<file path="config.mk">
export PLATFORM = sky130hd
export DESIGN_NAME = mute_scene_controller
export DESIGN_NICKNAME = d
export VERILOG_FILES = /design/src/mute_scene_pkg.sv /design/src/mute_scene_controller.sv /design/src/switch_debounce.sv
export VERILOG_INCLUDE_DIRS = /design/src
export SDC_FILE = /design/constraint.sdc
export NUM_CORES = 2
export LEC_CHECK = 0
export ABC_AREA = 1
export BUFFER_PORTS_ARGS = -buffer_cell sky130_fd_sc_hd__clkbuf_2
export CAP_MARGIN = 15
export CELL_PAD_IN_SITES_DETAIL_PLACEMENT = 1
export CELL_PAD_IN_SITES_GLOBAL_PLACEMENT = 1
export CORE_MARGIN = 8
export CORE_UTILIZATION = 40
export DETAILED_ROUTE_END_ITERATION = 10
export HOLD_SLACK_MARGIN = 0.03
export PLACE_DENSITY_LB_ADDON = 0.1
export SKIP_LAST_GASP = 1
export SLEW_MARGIN = 20
export SYNTH_ARGS = -nofsm -noshare
export SYNTH_HDL_FRONTEND = slang
export SYNTH_SLANG_ARGS = --single-unit
</file>
<file path="constraint.sdc">
create_clock -name ref_clk_in -period 14.65 [get_ports ref_clk_in]
set_input_delay 0.7325 -clock ref_clk_in [delete_from_list [all_inputs] [get_ports ref_clk_in]]
set_output_delay 0.7325 -clock ref_clk_in [all_outputs]
set_load 0.005 [all_outputs]
</file>
<file path="src/mute_scene_map.svh">
// Register indices, field positions, reset values and timing for the mutes.
`ifndef MUTE_SCENE_MAP_SVH
`define MUTE_SCENE_MAP_SVH
// ----------------------------------------------------------------------
// Register word indices (byte address is four times the index)
// ----------------------------------------------------------------------
`define REG_STATUS 3'h0
`define REG_CONTROL 3'h1
`define REG_CTRL_MASK 3'h2
`define REG_MUTE 3'h3
`define REG_LOCAL 3'h4
`define REG_SAFE 3'h5
// ----------------------------------------------------------------------
// Status and control fields
// ----------------------------------------------------------------------
`define STAT_ACTIVE_LSB 0
`define STAT_DISP_LSB 8
`define STAT_SRC_LSB 16
`define STAT_MODE_LSB 25
`define STAT_UTIL_BIT 28
`define STAT_BUSY_BIT 29
`define STAT_FACTORY_BIT 30
`define CTL_LIVE_EDIT_BIT 0
`define CTL_RESET 32'h0000_0000
// ----------------------------------------------------------------------
// Switch vector layout inside the debouncer
// ----------------------------------------------------------------------
`define SW_UP 0
`define SW_DOWN 1
`define SW_RECALL 2
`define SW_PREVIEW 3
`define SW_SAFE 4
`define SW_SINGLE 5
`define SW_UTIL 6
`define SW_SEQ 7
`define SW_MAN_LSB 8
`define SW_MUTE_LSB 16
`define SRC_SEQ 8
// ----------------------------------------------------------------------
// Timing, in milliseconds, and the clock rate
// ----------------------------------------------------------------------
`define CYC_PER_MS 10000
`define DEBOUNCE_MS 10
`define REPEAT_DELAY_MS 500
`define REPEAT_RATE_MS 100
`define BLINK_HALF_MS 250
`endif

</file>
<file path="src/mute_scene_pkg.sv">
// Types shared by the mute scene controller.
`default_nettype none
package mute_scene_pkg;
  // Operating mode of the controller, one-hot.
  typedef enum logic [2:0] {
    MODE_NORMAL = 3'b001,
    MODE_SCENE_EDIT = 3'b010,
    MODE_SAFE_EDIT = 3'b100
  } mode_t;
endpackage
`default_nettype wire

</file>
<file path="src/mute_scene_controller.sv">
// Mute scene controller: scenes, safe set, local mutes, panel and registers.
`include "mute_scene_map.svh"
`default_nettype none
// How it works
// - Stores 128 sequenced patterns and 8 manual patterns, each any channel set.
// - Up/down presses step displayed patch, holding repeats; utility steps settings.
// - Four-character display shows patch 1..128, or the setting in utility.
// - Edit-preview press toggles scene edit; its red LED blinks; mutes edit scene.
// - Edit-safe press toggles safe edit; its green LED blinks; mutes edit safe set.
// - Safe channels are never muted by scenes; stored patterns stay untouched.
// - Nine sources, any combination active; scene mute is their union.
// - With single-scene engaged only one of nine sources may be active.
// - Utility switch latches utility mode, using up/down and display for settings.
// - Sequenced-scene switch enables the active patch as a mute source.
// - Manual switches activate patterns; in scene edit they pick the edit target.
// - Recall press with displayed equal to active advances both active and displayed patch by one.
// - Asterisk shows when displayed differs from active; recall activates displayed.
// - Patch actions always update number; mutes apply only with sequence lit.
// - Status LED: off, red, green, blinking red or blinking green.
// - Normal mute press toggles local mute; edit modes assign channel instead.
// - Mute LED and mute output are local mute OR scene mute.
// - Local mute toggles even behind a scene mute while live edit is off, and shows once it ends.
// - Every power-up clears memory; up and down held there also preset patch 128 to mute all.
// - Live-edit option lets a mute press remove scene mute from active scenes.
// - Safe membership never affects local mute.
// - Scene edits take effect at once and are kept without a store step.
module mute_scene_controller
  import mute_scene_pkg::*;
#(
  parameter int NUM_CH = 8,
  parameter int NUM_SEQ = 128,
  parameter int NUM_MAN = 8,
  parameter int DEB_CYC = `DEBOUNCE_MS * `CYC_PER_MS,
  parameter int REP_DLY_CYC = `REPEAT_DELAY_MS * `CYC_PER_MS,
  parameter int REP_RATE_CYC = `REPEAT_RATE_MS * `CYC_PER_MS,
  parameter int BLINK_CYC = `BLINK_HALF_MS * `CYC_PER_MS
) (
  input wire logic ref_clk_in,
  input wire logic rst_n_in,
  input wire logic [2:0] avs_address_in,
  input wire logic avs_read_in,
  input wire logic avs_write_in,
  input wire logic [31:0] avs_writedata_in,
  output logic [31:0] avs_readdata_out,
  output logic avs_waitrequest_out,
  input wire logic up_sw_in,
  input wire logic down_sw_in,
  input wire logic recall_sw_in,
  input wire logic edit_preview_sw_in,
  input wire logic edit_safe_sw_in,
  input wire logic single_sw_in,
  input wire logic utility_sw_in,
  input wire logic seq_sw_in,
  input wire logic [NUM_MAN-1:0] manual_sw_in,
  input wire logic [NUM_CH-1:0] mute_sw_in,
  output logic [31:0] display_out,
  output logic edit_preview_led_out,
  output logic edit_safe_led_out,
  output logic single_led_out,
  output logic utility_led_out,
  output logic seq_led_out,
  output logic [NUM_MAN-1:0] manual_led_out,
  output logic [NUM_CH-1:0] status_red_out,
  output logic [NUM_CH-1:0] status_green_out,
  output logic [NUM_CH-1:0] mute_led_out,
  output logic [NUM_CH-1:0] mute_out
);
  localparam int PW = $clog2(NUM_SEQ);
  localparam int SW_W = `SW_MUTE_LSB + NUM_CH;
  localparam int NSRC = NUM_MAN + 1;
  localparam logic [PW-1:0] LAST_PATCH = PW'(NUM_SEQ - 1);

  // --------------------------------------------------------------------
  // Helper functions
  // --------------------------------------------------------------------
  // Three ASCII digits of a patch number counted from one.
  function automatic logic [23:0] digits3(input logic [PW-1:0] p);
    int n;
    n = int'(p) + 1;
    return {8'(8'h30 + n / 100), 8'(8'h30 + (n / 10) % 10),
            8'(8'h30 + n % 10)};
  endfunction

  // Index of the lowest active source, or the sequenced source if none.
  function automatic logic [3:0] first_src(input logic [NSRC-1:0] s);
    logic [3:0] idx;
    idx = 4'(`SRC_SEQ);
    for (int k = NSRC - 1; k >= 0; k--) begin
      if (s[k]) begin
        idx = 4'(k);
      end
    end
    return idx;
  endfunction

  // --------------------------------------------------------------------
  // State
  // --------------------------------------------------------------------
  logic [NUM_CH-1:0] seq_mem [NUM_SEQ];
  logic [NUM_CH-1:0] man_pat_reg [NUM_MAN];
  logic [NUM_CH-1:0] local_reg, safe_reg, ctrl_mask_reg;
  logic [PW-1:0] active_reg, disp_reg, clr_addr_reg;
  logic [NSRC-1:0] src_reg;
  logic [3:0] edit_sel_reg;
  mode_t mode_reg;
  logic util_reg, live_edit_reg, busy_reg, factory_reg, strap_done_reg;
  logic single_prev_reg, blink_reg, rep_tick_reg;
  logic [31:0] blink_cnt_reg, rep_cnt_reg;
  logic [SW_W-1:0] sw_level, sw_press;
  logic [NUM_CH-1:0] scene_mute, edit_pat, m_press, m_live, m_loc;
  logic [NUM_CH-1:0] red_next, green_next;
  logic step_up, step_down, bus_req, bus_go;

  // --------------------------------------------------------------------
  // Switch conditioning
  // --------------------------------------------------------------------
  switch_debounce #(
    .WIDTH(SW_W),
    .SAMPLE_CYC(DEB_CYC)
  ) u_debounce (
    .clk_in(ref_clk_in),
    .rst_n_in(rst_n_in),
    .raw_in({mute_sw_in, manual_sw_in, seq_sw_in, utility_sw_in,
             single_sw_in, edit_safe_sw_in, edit_preview_sw_in,
             recall_sw_in, down_sw_in, up_sw_in}),
    .level_out(sw_level),
    .press_out(sw_press)
  );

  // Press events are dropped while memory is being swept after reset.
  assign step_up = !busy_reg && (sw_press[`SW_UP] ||
                   (rep_tick_reg && sw_level[`SW_UP]));
  assign step_down = !busy_reg && (sw_press[`SW_DOWN] ||
                     (rep_tick_reg && sw_level[`SW_DOWN]));
  assign m_press = busy_reg ? '0 : sw_press[`SW_MUTE_LSB +: NUM_CH];

  // Hold-to-scroll: first repeat after the delay, then at the repeat rate.
  always_ff @(posedge ref_clk_in or negedge rst_n_in) begin
    if (!rst_n_in) begin
      rep_cnt_reg <= '0;
      rep_tick_reg <= 1'b0;
    end else if (!(sw_level[`SW_UP] || sw_level[`SW_DOWN])) begin
      rep_cnt_reg <= '0;
      rep_tick_reg <= 1'b0;
    end else if (rep_cnt_reg == 32'(REP_DLY_CYC - 1)) begin
      rep_cnt_reg <= 32'(REP_DLY_CYC - REP_RATE_CYC);
      rep_tick_reg <= 1'b1;
    end else begin
      rep_cnt_reg <= rep_cnt_reg + 32'h0000_0001;
      rep_tick_reg <= 1'b0;
    end
  end

  // Blink timebase shared by the edit LEDs and the status LEDs.
  always_ff @(posedge ref_clk_in or negedge rst_n_in) begin
    if (!rst_n_in) begin
      blink_cnt_reg <= '0;
      blink_reg <= 1'b0;
    end else if (blink_cnt_reg == 32'(BLINK_CYC - 1)) begin
      blink_cnt_reg <= '0;
      blink_reg <= !blink_reg;
    end else begin
      blink_cnt_reg <= blink_cnt_reg + 32'h0000_0001;
    end
  end

  // --------------------------------------------------------------------
  // Mute combination
  // --------------------------------------------------------------------
  // Safe only masks scene mutes; local mute passes untouched.
  always_comb begin
    scene_mute = src_reg[`SRC_SEQ] ? seq_mem[active_reg] : '0;
    for (int k = 0; k < NUM_MAN; k++) begin
      if (src_reg[k]) begin
        scene_mute = scene_mute | man_pat_reg[k];
      end
    end
    scene_mute = scene_mute & ~safe_reg & ctrl_mask_reg;
    edit_pat = (edit_sel_reg == 4'(`SRC_SEQ)) ? seq_mem[disp_reg] :
               man_pat_reg[edit_sel_reg[2:0]];
    m_live = (mode_reg == MODE_NORMAL && live_edit_reg) ?
             (m_press & scene_mute) : '0;
    m_loc = m_press & ~m_live;
  end

  // --------------------------------------------------------------------
  // Power-up strap and memory sweep
  // --------------------------------------------------------------------
  // The strap is caught on the first edge after release, not by the reset.
  always_ff @(posedge ref_clk_in or negedge rst_n_in) begin
    if (!rst_n_in) begin
      strap_done_reg <= 1'b0;
      factory_reg <= 1'b0;
      busy_reg <= 1'b1;
      clr_addr_reg <= '0;
    end else if (!strap_done_reg) begin
      strap_done_reg <= 1'b1;
      factory_reg <= up_sw_in && down_sw_in;
    end else if (busy_reg) begin
      clr_addr_reg <= clr_addr_reg + 1'b1;
      busy_reg <= (clr_addr_reg != LAST_PATCH);
    end
  end

  // Sequenced pattern store; one write port for sweep, edit and live edit.
  always_ff @(posedge ref_clk_in) begin
    if (busy_reg && strap_done_reg) begin
      seq_mem[clr_addr_reg] <= (factory_reg && clr_addr_reg == LAST_PATCH) ?
                               '1 : '0;
    end else if (mode_reg == MODE_SCENE_EDIT &&
                 edit_sel_reg == 4'(`SRC_SEQ)) begin
      seq_mem[disp_reg] <= seq_mem[disp_reg] ^ m_press;
    end else if (src_reg[`SRC_SEQ]) begin
      seq_mem[active_reg] <= seq_mem[active_reg] & ~m_live;
    end
  end

  // Manual patterns live in flops so the sweep is not needed for them.
  always_ff @(posedge ref_clk_in or negedge rst_n_in) begin
    if (!rst_n_in) begin
      for (int k = 0; k < NUM_MAN; k++) begin
        man_pat_reg[k] <= '0;
      end
    end else begin
      for (int k = 0; k < NUM_MAN; k++) begin
        if (mode_reg == MODE_SCENE_EDIT && edit_sel_reg == 4'(k)) begin
          man_pat_reg[k] <= man_pat_reg[k] ^ m_press;
        end else if (src_reg[k]) begin
          man_pat_reg[k] <= man_pat_reg[k] & ~m_live;
        end
      end
    end
  end

  // --------------------------------------------------------------------
  // Modes, local mutes and the safe set
  // --------------------------------------------------------------------
  always_ff @(posedge ref_clk_in or negedge rst_n_in) begin
    if (!rst_n_in) begin
      mode_reg <= MODE_NORMAL;
      util_reg <= 1'b0;
    end else if (!busy_reg) begin
      if (sw_press[`SW_UTIL]) begin
        util_reg <= !util_reg;
      end
      case (mode_reg)
        MODE_NORMAL: begin
          if (sw_press[`SW_PREVIEW]) begin
            mode_reg <= MODE_SCENE_EDIT;
          end else if (sw_press[`SW_SAFE]) begin
            mode_reg <= MODE_SAFE_EDIT;
          end
        end
        MODE_SCENE_EDIT: begin
          if (sw_press[`SW_PREVIEW]) begin
            mode_reg <= MODE_NORMAL;
          end
        end
        MODE_SAFE_EDIT: begin
          if (sw_press[`SW_SAFE]) begin
            mode_reg <= MODE_NORMAL;
          end
        end
        default: begin
          mode_reg <= MODE_NORMAL;
        end
      endcase
    end
  end

  // Local mutes toggle even under a scene while live edit is off; safe membership never clears them.
  always_ff @(posedge ref_clk_in or negedge rst_n_in) begin
    if (!rst_n_in) begin
      local_reg <= '0;
      safe_reg <= '0;
    end else if (mode_reg == MODE_NORMAL) begin
      local_reg <= local_reg ^ m_loc;
    end else if (mode_reg == MODE_SAFE_EDIT) begin
      safe_reg <= safe_reg ^ m_press;
    end
  end

  // --------------------------------------------------------------------
  // Patch numbers, sources and edit target
  // --------------------------------------------------------------------
  always_ff @(posedge ref_clk_in or negedge rst_n_in) begin
    if (!rst_n_in) begin
      active_reg <= '0;
      disp_reg <= '0;
    end else if (mode_reg == MODE_SCENE_EDIT && sw_press[`SW_PREVIEW]) begin
      disp_reg <= active_reg;
    end else if (!util_reg && step_up) begin
      disp_reg <= (disp_reg == LAST_PATCH) ? '0 : disp_reg + 1'b1;
    end else if (!util_reg && step_down) begin
      disp_reg <= (disp_reg == '0) ? LAST_PATCH : disp_reg - 1'b1;
    end else if (!busy_reg && mode_reg == MODE_NORMAL &&
                 sw_press[`SW_RECALL]) begin
      if (disp_reg != active_reg) begin
        active_reg <= disp_reg;
      end else begin
        active_reg <= (active_reg == LAST_PATCH) ? '0 :
                      active_reg + 1'b1;
        disp_reg <= (active_reg == LAST_PATCH) ? '0 :
                    active_reg + 1'b1;
      end
    end
  end

  // Source presses toggle in normal mode and select a target in scene edit.
  always_ff @(posedge ref_clk_in or negedge rst_n_in) begin
    logic [NSRC-1:0] p, t;
    if (!rst_n_in) begin
      src_reg <= '0;
      edit_sel_reg <= 4'(`SRC_SEQ);
      single_prev_reg <= 1'b0;
    end else begin
      p = busy_reg ? '0 : {sw_press[`SW_SEQ],
                           sw_press[`SW_MAN_LSB +: NUM_MAN]};
      t = src_reg;
      single_prev_reg <= sw_level[`SW_SINGLE];
      if (mode_reg == MODE_NORMAL && sw_press[`SW_PREVIEW]) begin
        edit_sel_reg <= (sw_level[`SW_SINGLE] && |src_reg) ?
                        first_src(src_reg) : 4'(`SRC_SEQ);
      end else if (mode_reg == MODE_SCENE_EDIT && |p) begin
        edit_sel_reg <= first_src(p);
      end
      if (mode_reg != MODE_SCENE_EDIT) begin
        t = src_reg ^ p;
      end
      if (sw_level[`SW_SINGLE]) begin
        if (|(p & ~src_reg) && mode_reg != MODE_SCENE_EDIT) begin
          t = p & ~src_reg;
        end
        t = t & (~t + 1'b1);
      end
      src_reg <= t;
    end
  end

  // --------------------------------------------------------------------
  // Configuration: live edit option and controlled channel mask
  // --------------------------------------------------------------------
  assign bus_req = avs_read_in || avs_write_in;
  assign bus_go = avs_write_in && !avs_waitrequest_out;

  always_ff @(posedge ref_clk_in or negedge rst_n_in) begin
    if (!rst_n_in) begin
      live_edit_reg <= 1'(`CTL_RESET);
      ctrl_mask_reg <= '1;
    end else if (bus_go && avs_address_in == `REG_CONTROL) begin
      live_edit_reg <= avs_writedata_in[`CTL_LIVE_EDIT_BIT];
    end else if (bus_go && avs_address_in == `REG_CTRL_MASK) begin
      ctrl_mask_reg <= avs_writedata_in[NUM_CH-1:0];
    end else if (util_reg && (step_up || step_down)) begin
      live_edit_reg <= !live_edit_reg;
    end
  end

  // One wait state: read data is loaded as waitrequest falls.
  always_ff @(posedge ref_clk_in or negedge rst_n_in) begin
    if (!rst_n_in) begin
      avs_waitrequest_out <= 1'b1;
      avs_readdata_out <= '0;
    end else begin
      avs_waitrequest_out <= !(bus_req && avs_waitrequest_out);
      if (avs_read_in && avs_waitrequest_out) begin
        avs_readdata_out <= '0;
        if (avs_address_in == `REG_STATUS) begin
          avs_readdata_out[`STAT_ACTIVE_LSB +: PW] <= active_reg;
          avs_readdata_out[`STAT_DISP_LSB +: PW] <= disp_reg;
          avs_readdata_out[`STAT_SRC_LSB +: NSRC] <= src_reg;
          avs_readdata_out[`STAT_MODE_LSB +: 3] <= mode_reg;
          avs_readdata_out[`STAT_UTIL_BIT] <= util_reg;
          avs_readdata_out[`STAT_BUSY_BIT] <= busy_reg;
          avs_readdata_out[`STAT_FACTORY_BIT] <= factory_reg;
        end else if (avs_address_in == `REG_CONTROL) begin
          avs_readdata_out[`CTL_LIVE_EDIT_BIT] <= live_edit_reg;
        end else if (avs_address_in == `REG_CTRL_MASK) begin
          avs_readdata_out[NUM_CH-1:0] <= ctrl_mask_reg;
        end else if (avs_address_in == `REG_MUTE) begin
          avs_readdata_out[NUM_CH-1:0] <= local_reg | scene_mute;
        end else if (avs_address_in == `REG_LOCAL) begin
          avs_readdata_out[NUM_CH-1:0] <= local_reg;
        end else if (avs_address_in == `REG_SAFE) begin
          avs_readdata_out[NUM_CH-1:0] <= safe_reg;
        end
      end
    end
  end

  // --------------------------------------------------------------------
  // Indicators and mute outputs
  // --------------------------------------------------------------------
  always_comb begin
    red_next = '0;
    green_next = '0;
    for (int i = 0; i < NUM_CH; i++) begin
      if (ctrl_mask_reg[i]) begin
        case (mode_reg)
          MODE_SCENE_EDIT: red_next[i] = edit_pat[i] && blink_reg;
          MODE_SAFE_EDIT: green_next[i] = safe_reg[i] && blink_reg;
          default: begin
            green_next[i] = safe_reg[i];
            red_next[i] = !safe_reg[i] && scene_mute[i];
          end
        endcase
      end
    end
  end

  // All panel outputs are registered, so they lag their cause by one edge.
  always_ff @(posedge ref_clk_in or negedge rst_n_in) begin
    if (!rst_n_in) begin
      display_out <= 32'h2020_2020;
      {edit_preview_led_out, edit_safe_led_out} <= 2'h0;
      {single_led_out, utility_led_out, seq_led_out} <= 3'h0;
      manual_led_out <= '0;
      status_red_out <= '0;
      status_green_out <= '0;
      mute_led_out <= '0;
      mute_out <= '0;
    end else begin
      if (util_reg) begin
        display_out <= {24'h45_4F_46, live_edit_reg ? 8'h31 : 8'h30};
      end else begin
        display_out <= {(disp_reg != active_reg) ? 8'h2A : 8'h20,
                        digits3(disp_reg)};
      end
      edit_preview_led_out <= (mode_reg == MODE_SCENE_EDIT) && blink_reg;
      edit_safe_led_out <= (mode_reg == MODE_SAFE_EDIT) && blink_reg;
      single_led_out <= sw_level[`SW_SINGLE];
      utility_led_out <= util_reg;
      if (mode_reg == MODE_SCENE_EDIT) begin
        seq_led_out <= (edit_sel_reg == 4'(`SRC_SEQ));
        for (int k = 0; k < NUM_MAN; k++) begin
          manual_led_out[k] <= (edit_sel_reg == 4'(k));
        end
      end else begin
        seq_led_out <= src_reg[`SRC_SEQ];
        manual_led_out <= src_reg[NUM_MAN-1:0];
      end
      status_red_out <= red_next;
      status_green_out <= green_next;
      mute_led_out <= local_reg | scene_mute;
      mute_out <= local_reg | scene_mute;
    end
  end
endmodule // mute_scene_controller
`default_nettype wire

</file>
<file path="src/switch_debounce.sv">
// Shared-tick debouncer with one-cycle press pulses for a switch vector.
`default_nettype none
module switch_debounce #(
  parameter int WIDTH = 1,
  parameter int SAMPLE_CYC = 100000
) (
  input wire logic clk_in,
  input wire logic rst_n_in,
  input wire logic [WIDTH-1:0] raw_in,
  output logic [WIDTH-1:0] level_out,
  output logic [WIDTH-1:0] press_out
);
  localparam int CNT_W = $clog2(SAMPLE_CYC + 1);
  logic [CNT_W-1:0] tick_cnt_reg;
  logic tick;
  logic [WIDTH-1:0] sample_reg;
  logic [WIDTH-1:0] prev_reg;

  assign tick = (tick_cnt_reg == CNT_W'(SAMPLE_CYC - 1));

  // One counter serves every bit; cheaper than a counter per switch.
  always_ff @(posedge clk_in or negedge rst_n_in) begin
    if (!rst_n_in) begin
      tick_cnt_reg <= '0;
    end else if (tick) begin
      tick_cnt_reg <= '0;
    end else begin
      tick_cnt_reg <= tick_cnt_reg + 1'b1;
    end
  end

  // A level changes only after two equal samples one tick apart.
  always_ff @(posedge clk_in or negedge rst_n_in) begin
    if (!rst_n_in) begin
      sample_reg <= '0;
      level_out <= '0;
    end else if (tick) begin
      sample_reg <= raw_in;
      level_out <= (raw_in & sample_reg) | (level_out & (raw_in | sample_reg));
    end
  end

  // Rising edge of the clean level gives exactly one pulse per press.
  always_ff @(posedge clk_in or negedge rst_n_in) begin
    if (!rst_n_in) begin
      prev_reg <= '0;
      press_out <= '0;
    end else begin
      prev_reg <= level_out;
      press_out <= level_out & ~prev_reg;
    end
  end
endmodule // switch_debounce
`default_nettype wire

</file>
==> impl_metrics.tcl <==
set metrics [dict create \
    status "completed" \
    multi_input_area_mm2 0.0252 \
    port_buffers 143 \
    drc 0 \
    synth_xor_area_share_pct 1.17 \
    yosys_register_bits 1420 \
    post_cts_buffers 0 \
    syn_inst 7711 \
    layout.area.seq_mm2 0.0407 \
    die_area_mm2 0.191 \
    dr.pass1.iters 6 \
    start_kind "flip-flop" \
    powerDensity_mw_per_mm2 198 \
    synth_edf_count 1024 \
    synth_area_leaders "edfxtp_1 43%, dfrtp_1 13%, o21ai_0 9.3%" \
    worstPathRequired_ps 15060 \
    cts_tree "done" \
    layoutNonFillerInstCount 10100 \
    fillCellCount 19900 \
    path_max_fanout 79 \
    placementRows 154 \
    max-clock-path-buffers 3 \
    yosysTopAreaCellShare_pct 43.3 \
    cts_buffers 162 \
    drt-vias-per-instance 6.03 \
    nNetsFinal 7713 \
    p_leak_nw 29.8 \
    clk_pin_slew_worst_paths_ps 60 \
    coreArea_mm2 0.176 \
    synth_flop_cell "edfxtp_1" \
    dp_hpwl_um 177000 \
    crit_type "reg -> reg" \
    postRouteWirelength_um 280000 \
    arrival_ps 8210 \
    syn_area_per_cell_um2 9.21 \
    start_util_pct 40.3 \
    yosysTopAreaCell "edfxtp_1" \
    tightest_slew_ps 1200 \
    synth_mux_area_share_pct 0.107 \
    fin_worst_skew_ps 36.6 \
    yosysMostFrequentCell "o21ai_0" \
    wire_per_inst_um 27.8 \
    critPathCaptureType "flip-flop" \
    vias 60800 \
    ys_warn_count 0 \
    min_period_ps 7800 \
    grt_setup_unrepaired "no" \
    place_congestion 0.911 \
    slew_viol_final 0 \
    synth-async-reset-ratio_pct 27.9 \
    synth_fa_ha_area_share_pct 0.581 \
    clockRootBuffer "clkbuf_16" \
    setup-violations-final 0 \
    placedCellCount 9791 \
    htree_levels 4 \
    largest_register_ffs 1024 \
    die_h_um 437 \
    setup_tns_ps 0 \
    hold_viol_final 0 \
    gr-total-overflow 0 \
    maxCapViolCount 0 \
    ant_nets 0 \
    track_usage_pct 28.3 \
    slew-limit-headroom_pct 19.6 \
    synth-compound-area-share_pct 20.3 \
    vdd_drop_max_mv 0.122 \
    min_period_over_period_pct 53.3 \
    grt_pass1_wl_um 410000 \
    clock_latency_ps 830 \
    drive_gt1_share_pct 8.04 \
    cts.sinks 1420 \
    seq_area_frac_synth_pct 57.3 \
    drt_iter0_drc 6345 \
    grt_max_degree 174 \
    synth_top_family_by_area "compound AO/OA/AOI/OAI gates" \
    ios 173 \
    synthSimpleGateAreaFrac_pct 13.0 \
    yosysUniqueCellTypes 67 \
    clock.fmax_mhz 128 \
    grt_pass1_vias 61100 \
    synthTopCellsByCount "1,324 x o21ai_0, 1,024 x edfxtp_1, 816 x inv_1" \
    min_path_type "in -> reg" \
    die_w_um 437 \
    antenna_found_initial 17 \
    syn2layout_area_growth_pct 11.3 \
    syn_area_mm2 0.0710 \
]
==> area by class of cell <==
cell class | count | share of cell area [%]
Clock buffer | 221 | 5.68
Sequential cell | 1420 | 51.5
Timing Repair Buffer | 266 | 2.31
Multi-Input combinational cell | 4919 | 31.9
Inverter | 848 | 4.06
Antenna cell | 3 | 0.00950
Clock inverter | 73 | 0.872
Tap cell | 2340 | 3.70
==> power breakdown <==
group	total (mW)	internal [mW]	switching, mW
Clock	4.05	2.32	1.73
Combinational	6.60	1.58	5.03
Sequential	4.99	4.77	0.221
==> stage by stage <==
| stage | utilization [%] | power (mW) | setup slack, ps | hold WS, ps | area [um2] |
|---|---|---|---|---|---|
| floorplan | - | 8.75 | 7920 | 352 | 71000 |
| global placement | 41.9 | 11.4 | 6970 | 376 | 73800 |
| detailed placement | 41.9 | 11.5 | 7330 | 382 | 73800 |
| CTS | 44.8 | 15.6 | 7260 | 40.9 | 79000 |
| global route | 44.8 | 16.3 | 6730 | 112 | 79100 |
| finish | 44.8 | 15.6 | 6850 | 91.8 | 79100 |
==> cell usage in the layout, fill, tap and decap left out, drive strengths merged, types with 33 or more instances in the layout <==
cell    netlist  layout
o211ai      239     239
o21ai      1337    1337
ha           33      33
a31oi        47      47
nor3         56      56
a21oi       746     746
o22ai       134     134
edfxtp     1024    1024
buf         107     123
inv         836     844
nor2        705     705
clkbuf      421     363
dfrtp       381     381
nand2       786     786
nand4        75      75
nand3       469     469
clkinv       12      63
xor2         84      84
==> worst max-delay path, stage by stage (launching register included) <==
cell and delay, ps:
dfrtp_4 680, buf_4 730, buf_4 590, buf_4 700
nor2_1 110, nor2_1 100, o21ai_0 90, nand3_1 140
nand3_1 180, nand3_1 320, nand2_1 110, nand3_1 90
a31oi_1 50, a31oi_1 820, nand2_1 110, nand2_1 210
nand4_1 620, a21oi_1 480, a21oi_4 170, buf_4 380
buf_4 380
==> what timing repair did <==
| item | 4_1_cts | 5_1_grt |
|---|---|---|
| hold buffers | 1 | 0 |
| hold endpoints to repair | 75 | 0 |
| resized for setup | 0 | 0 |
==> cell families after synthesis <==
logic type / after synthesis
multiplexers: 7
buffers and inverters: 1376
adder cells (fa/ha/maj): 33
XOR/XNOR: 95
AND/OR/NAND/NOR: 2143
AO/OA/AOI/OAI: 2635
flip-flops: 1420
other: 2
==> path summary, 6_finish.rpt <==
check | from | to | slack (ps) | cells after the start
max reg2reg | active_reg[0] | seq_mem[65][0] | 6850 | 20
max | active_reg[0] | seq_mem[65][0] | 6850 | 20
min | avs_read_in | avs_waitrequest_out | 90 | 2
max in group asynchronous | rst_n_in | rep_cnt_reg[30] | 12010 | 4
min in group asynchronous | rst_n_in | disp_reg[5] | 500 | 2
min reg2reg | u_debounce.prev_reg[19] | u_debounce.press_out[19] | 390 | 1
==> layer usage <==
metal  part of all wire [%]  track usage [%]
met1                     43             39.3
met2                     45             43.8
met3                    7.6             5.07
met4                    4.5             11.5
met5                  0.032                0
(Power assumes the default switching activity.)
